==> config.mk <==
export PLATFORM = sky130hd
export DESIGN_NAME = link_l1_substate_power_control
export DESIGN_NICKNAME = d
export VERILOG_FILES = /design/src/common/l1ss_pkg.sv /design/src/rtl/link_l1_substate_power_control.sv
export VERILOG_INCLUDE_DIRS = /design/src /design/src/common
export SDC_FILE = /design/constraint.sdc
export NUM_CORES = 1
export LEC_CHECK = 0
export BUFFER_PORTS_ARGS = -buffer_cell sky130_fd_sc_hd__buf_2
export CORE_ASPECT_RATIO = 1.75
export CORE_MARGIN = 3
export CORE_UTILIZATION = 48
export CTS_BUF_LIST = sky130_fd_sc_hd__clkbuf_16
export CTS_CLUSTER_DIAMETER = 60
export DETAILED_ROUTE_END_ITERATION = 6
export PLACE_DENSITY = 0.77
export SLEW_MARGIN = 20
export SYNTH_ARGS = -nofsm -noshare
export SYNTH_HDL_FRONTEND = slang
export SYNTH_SLANG_ARGS = --single-unit
==> constraint.sdc <==
create_clock -name clk -period 1.7 [get_ports clk]
set_input_delay 0.34 -clock clk [delete_from_list [all_inputs] [get_ports clk]]
set_output_delay 0.34 -clock clk [all_outputs]
set_load 0.02 [all_outputs]
==> src/common/l1ss_regs.svh <==
`ifndef L1SS_REGS_SVH
`define L1SS_REGS_SVH

// ------------------------------------------------------------
// sizes and reset values
// ------------------------------------------------------------
`define L1SS_NPORT 3
`define L1SS_RST_STATE '0

`endif

==> src/common/l1ss_pkg.sv <==
`default_nettype none
`include "l1ss_regs.svh"

package l1ss_pkg;

  // ------------------------------------------------------------
  // link and function power states
  // ------------------------------------------------------------
  // first members are the reset states, so an all-zero state word is legal
  typedef enum logic [2:0] {LK_L3, LK_L0, LK_L0S, LK_L1, LK_L2L3} link_state_e;
  typedef enum logic [2:0] {REQ_NONE, REQ_L0, REQ_L0S, REQ_L1, REQ_L2L3, REQ_L3} link_req_e;
  typedef enum logic [2:0] {D3_COLD, D0, D1, D2, D3_HOT} d_state_e;

  typedef struct packed {
    link_state_e [`L1SS_NPORT-1:0] lstate;
    logic [`L1SS_NPORT-1:0] l11;
    logic [`L1SS_NPORT-1:0] wait_lock;
    d_state_e [`L1SS_NPORT-1:0] dst;
    logic func_rst_n;
    logic pll_pd;
    logic [`L1SS_NPORT-1:0] rx_buf_pd;
    logic [`L1SS_NPORT-1:0] resume;
  } pm_state_s;

endpackage
`default_nettype wire

==> src/rtl/link_l1_substate_power_control.sv <==
// Functional notes
// - clkreq asserted in L1 enters L1.1
// - in L1.1 receiver buffer off, PLL off requested
// - clkreq released returns L1.1 to L1, circuits on
// - shared PLL off only if all ports L1.1
// - functions held in reset while PERST# asserted
// - link states L0, L0s, L1, L2/L3, L3
// - function states D0, D1, D2, D3hot, D3cold
`timescale 1ns/1ps
`default_nettype none
`include "l1ss_regs.svh"

module link_l1_substate_power_control (
  input wire logic clk,
  input wire logic rst_n,
  input wire logic clk_en,
  input wire logic perst_n,
  input wire logic [`L1SS_NPORT-1:0] clkreq_n,
  input wire logic [`L1SS_NPORT-1:0] l11_allow,
  input wire logic pll_lock,
  input wire l1ss_pkg::link_req_e [`L1SS_NPORT-1:0] link_req,
  input wire l1ss_pkg::d_state_e [`L1SS_NPORT-1:0] d_req,
  output logic func_rst_n,
  output logic pll_pd,
  output logic [`L1SS_NPORT-1:0] rx_buf_pd,
  output logic [`L1SS_NPORT-1:0] l11_active,
  output logic [`L1SS_NPORT-1:0] link_resume,
  output var l1ss_pkg::link_state_e [`L1SS_NPORT-1:0] link_state,
  output var l1ss_pkg::d_state_e [`L1SS_NPORT-1:0] d_state
);
  import l1ss_pkg::*;

  // ------------------------------------------------------------
  // state
  // ------------------------------------------------------------
  pm_state_s st;
  pm_state_s next_st;

  function automatic logic d_legal(input d_state_e cur, input d_state_e req);
    logic ok;
    ok = 1'b0;
    unique case (cur)
      D0: ok = (req == D1) || (req == D2) || (req == D3_HOT);
      D1: ok = (req == D0) || (req == D2) || (req == D3_HOT);
      D2: ok = (req == D0) || (req == D3_HOT);
      D3_HOT: ok = (req == D0);
      D3_COLD: ok = 1'b0;
    endcase
    return ok;
  endfunction

  // ------------------------------------------------------------
  // next state
  // ------------------------------------------------------------
  always_comb begin
    next_st = st;
    if (!perst_n) begin
      next_st = `L1SS_RST_STATE;
    end else begin
      next_st.func_rst_n = 1'b1;
      for (int p = 0; p < `L1SS_NPORT; p++) begin
        if (st.dst[p] == D3_COLD) begin
          next_st.dst[p] = D0;
        end else if (d_legal(st.dst[p], d_req[p])) begin
          next_st.dst[p] = d_req[p];
        end
        if (st.l11[p]) begin
          // clkreq_n high means the partner wants the clock back
          if (clkreq_n[p]) begin
            next_st.l11[p] = 1'b0;
            next_st.wait_lock[p] = 1'b1;
          end
        end else if (st.wait_lock[p]) begin
          // the pll may still be relocking after a global power-down
          if (pll_lock && !st.pll_pd) begin
            next_st.wait_lock[p] = 1'b0;
          end
        end else begin
          unique case (st.lstate[p])
            LK_L0: begin
              if (link_req[p] == REQ_L0S) begin
                next_st.lstate[p] = LK_L0S;
              end else if (link_req[p] == REQ_L1) begin
                next_st.lstate[p] = LK_L1;
              end else if (link_req[p] == REQ_L2L3) begin
                next_st.lstate[p] = LK_L2L3;
              end
            end
            LK_L0S: begin
              if (link_req[p] == REQ_L0) begin
                next_st.lstate[p] = LK_L0;
              end
            end
            LK_L1: begin
              // ports without substate support stay in plain L1
              if (!clkreq_n[p] && l11_allow[p]) begin
                next_st.l11[p] = 1'b1;
              end else if (link_req[p] == REQ_L0) begin
                next_st.lstate[p] = LK_L0;
              end
            end
            LK_L2L3: begin
              if (link_req[p] == REQ_L3) begin
                next_st.lstate[p] = LK_L3;
              end else if (link_req[p] == REQ_L0) begin
                next_st.lstate[p] = LK_L0;
              end
            end
            LK_L3: begin
              if (link_req[p] == REQ_L0) begin
                next_st.lstate[p] = LK_L0;
              end
            end
          endcase
        end
      end
      next_st.rx_buf_pd = next_st.l11;
      next_st.pll_pd = &next_st.l11;
      next_st.resume = ~(next_st.l11 | next_st.wait_lock);
    end
  end

  always_ff @(posedge clk or negedge rst_n) begin
    if (!rst_n) begin
      st <= `L1SS_RST_STATE;
    end else if (clk_en) begin
      st <= next_st;
    end
  end

  // ------------------------------------------------------------
  // outputs
  // ------------------------------------------------------------
  assign func_rst_n = st.func_rst_n;
  assign pll_pd = st.pll_pd;
  assign rx_buf_pd = st.rx_buf_pd;
  assign l11_active = st.l11;
  assign link_resume = st.resume;
  assign link_state = st.lstate;
  assign d_state = st.dst;

  for (genvar g = 0; g < `L1SS_NPORT; g++) begin : g_chk

  end
endmodule // link_l1_substate_power_control
`default_nettype wire

==> key figures <==
Pwr
  • Static leakage: 1.254 nW
  • Switching share of power: 34.00%
  • Power Internal: 0.001694 W
  • Clock power frac: 32.4%
  • Worst vdd rail ir drop: 0.8757 mV
  • Pwr/cell area: 971.6 nW/um^2
  • Switching pwr: about 0.00087 W
  • Combinational share of power: roughly a third
  • Register share of total power: 32.8%

STA
  • Final setup margin: -20.96 ps
  • Total Neg Setup Slack: -30.44 ps
  • WHS: 94.45 ps
  • Final Hold Fails: 0
  • Slew headroom: 56.04%
  • Worst Tran Pin Value: 659.4 ps
  • Fmax achieved: 581.1 MHz
  • Worst Skew: 2.755 ps
  • RSZ-0062 raised after global routing: true
  • Fin. max-slew vios: 0
  • Time the worst path needs with I/O delays and setup: 1721 ps
  • Final setup vio count: 2
  • Final period utilization: 101.2%

Clocking
  • Clock transition at path regs: around 50 ps
  • Clock Tree Buf Depth: 2
  • Root buffer cell: clkbuf_16
  • CTS tree: yes
  • Hold_buf cts: 0
  • Clock net sink count: 29
  • TritonCTS Buffers: 5
  • H-tree levels: 2
  • Clk_lat worst skew: 270 ps

Global routing
  • Grt total ovfl: 0
  • Total track usage: 20.60%
  • Busiest grt layer: met2
  • Pin count of the biggest net entering global routing: 30
  • Antenna violations before repair: 0
  • Met2 global-route usage: between 30 and 40%
  • Vias in the first global route: 2066
  • M3 GR Usage: 3.420%
  • M1 GR Usage: a little under a quarter
  • First-pass GRT wire length: 8935 um

Drt
  • Vias/cell: 5.838
  • Pre-antenna DRT Iters: 4
  • DRC Markers: 0
  • WL final: 5385 um
  • WL per Instance: around 15 um
  • Post-route antenna net violation count: 0
  • Vias post-DR: 2160
  • Initial DRC Count: between 90 and 100

Synthesis
  • Post-Syn Area: between 2000 and 2500 um^2
  • Ys async rst share: 100.0%
  • Ys flop type: dfrtp_1
  • Post-synth EDFFs: 0
  • Library cells used by synthesis: 52
  • Yosys reg bits: 29
  • Synth Net Count: 295
  • Yosys warns: 0
  • Mapped Cells: 266
  • Post-synthesis sequential area ratio: between 30% and 40%
  • Avg Cell Area, Syn: roughly 8.2 um^2

Critical path
  • Critical path's slowest cell: or4b_4
  • Critical Path AT: 1870 ps
  • Largest delay share family, worst path: simple AND/OR/NAND/NOR gates
  • CP Depth: 5
  • Critical Path RT: 1850 ps
  • CP Launch Type: flop
  • Worst path bufs/invs: 0
  • FF-to-FF path depth: 5
  • Crit Path Category: reg2reg
  • R2R Setup Slk: -20 ps
  • Critical path's largest stage delay: 510 ps
  • CP Capture Type: flop
  • Crit Path Max Fanout: 4
  • Cell breakdown of the critical path: or4b_4 -> a211o_1 -> nand3_2 -> mux2i_1 -> a211oi_1

Layout
  • Commonest non-fill, non-tap cell in the layout: buf_2
  • Commonest cells after routing, fill and taps aside: buf_2, dfrtp_1, buf_4
  • Layout cells sized above 1: 32.71%
  • Nets@finish: 349
  • Antenna fix cells: 0
  • Area delta synth->final: 21.67%

Floorplan
  • Rows: 31
  • Die Area: 5397 um^2
  • Die width: 56.84 um
  • Initial core utilization: 50.88%
  • Core area: 4267 um^2
  • Die height: 94.97 um
  • Ports: 58

Placement
  • GPL Wtd Cong: 0.7951
  • IO buf count: 57
  • DP HPWL: 3962 um
  • Worst slack, placed: -46.87 ps

Hold path
  • Min-Delay Path Class: in2async

Run status
  • Status: finished with violations
  • Failing checks: setup timing

Run
  • Max-Cap Viols: 0
## metal layers
metal  vias to the layer above  part of all wire, %  wire length [um]
met5                         -                    0                 0
met4                         0                  2.4               131
met3                        10                  5.2               279
met2                        62                   53              2856
met1                      1042                   39              2117
li1                       1046                    -                 -
## sequential cells by signal, summed over array words and instances (netlist names)
name         count
link_state       9
func_rst_n       1
l11_active       3
pll_pd           1
st               3
link_resume      3
d_state          9
## cell type report
type	count	area, um^2
Fill cell	405	1625
Multi-Input combinational cell	181	1152
Sequential cell	29	725.7
Timing Repair Buffer	84	491.7
Clock buffer	5	125.1
Inverter	19	71.32
Tap cell	49	61.31
Clock inverter	3	13.76
## cells by family after synthesis
kind of cell	share of synthesized area [%]
mux	1.383
buf+inv	14.41
xor+xnor	1.211
compound gates	22.19
flops	33.43
simple gates	27.38
## cells in the mapped netlist (all sizes together) (2+ instances only)
| cell type | number | area share [%] |
|---|---|---|
| or4 | 2 | 0.69 |
| a211oi | 3 | 1.0 |
| nor2b | 9 | 2.6 |
| o32ai | 2 | 0.81 |
| nand3 | 11 | 3.0 |
| o311ai | 2 | 0.81 |
| mux2i | 3 | 1.4 |
| a31oi | 5 | 1.4 |
| xor2 | 2 | 0.81 |
| or3 | 3 | 0.98 |
| o221ai | 5 | 2.0 |
| inv | 19 | 3.3 |
| buf | 28 | 9.6 |
| nand3b | 3 | 1.0 |
| nand2 | 24 | 4.2 |
| o21ai | 18 | 4.2 |
| a211o | 2 | 0.81 |
| nor2 | 17 | 2.9 |
| dfrtp | 29 | 33 |
| o22ai | 3 | 0.86 |
| o31ai | 5 | 1.7 |
| nand2b | 9 | 2.6 |
| a22oi | 2 | 0.69 |
| clkbuf | 9 | 1.6 |
| nor4 | 2 | 0.58 |
| a21oi | 8 | 1.8 |
| a41oi | 3 | 1.2 |
| a22o | 3 | 1.2 |
| or3b | 2 | 0.81 |
| a2bb2oi | 2 | 0.81 |
| or4b | 3 | 1.4 |
| nor3b | 4 | 1.4 |
| and4bb | 2 | 1.2 |
| nor3 | 4 | 0.92 |
| nand4 | 6 | 1.7 |
## per-stage QoR
step                      util, %  total power (W)  area (um^2)  cells
final                       61.91         0.002566         2641    370
after detailed placement    57.92         0.001692         2471    361
after global routing        61.91         0.002690         2641    370
after global placement      57.92         0.001669         2471    361
after floorplan                 -         0.001445         2171    266
after CTS                   61.17         0.002529         2610    369
## power groups by stage
stage	Sequential, W	Clock [W]	Combinational [W]
4_1_cts	0.000837	0.000844	0.000848
3_3_place_gp	0.000848	0	0.000822
6_report	0.000842	0.000833	0.000891
2_1_floorplan	0.000884	0	0.000562
5_1_grt	0.000854	0.000864	0.000972
3_5_place_dp	0.000844	0	0.000848
## repair_timing
| item | CTS | global route |
|---|---|---|
| pin swaps | 1 | 4 |
| resized for setup | 0 | 6 |
| setup buffers | 0 | 1 |
| endpoints found under the setup margin | 3 | 9 |
## final timing paths
| check | startpoint | end |
|---|---|---|
| worst max register to register | d_state[6] | d_state[6] |
| worst min register to register | link_resume[2] | link_resume[2] |
| worst min-delay path | rst_n | link_state[7] |
| worst max-delay path | d_state[6] | d_state[6] |
| min in group clk | perst_n | st[18] |
| max in group asynchronous | rst_n | d_state[3] |
Power figures use the tool's default switching activity.
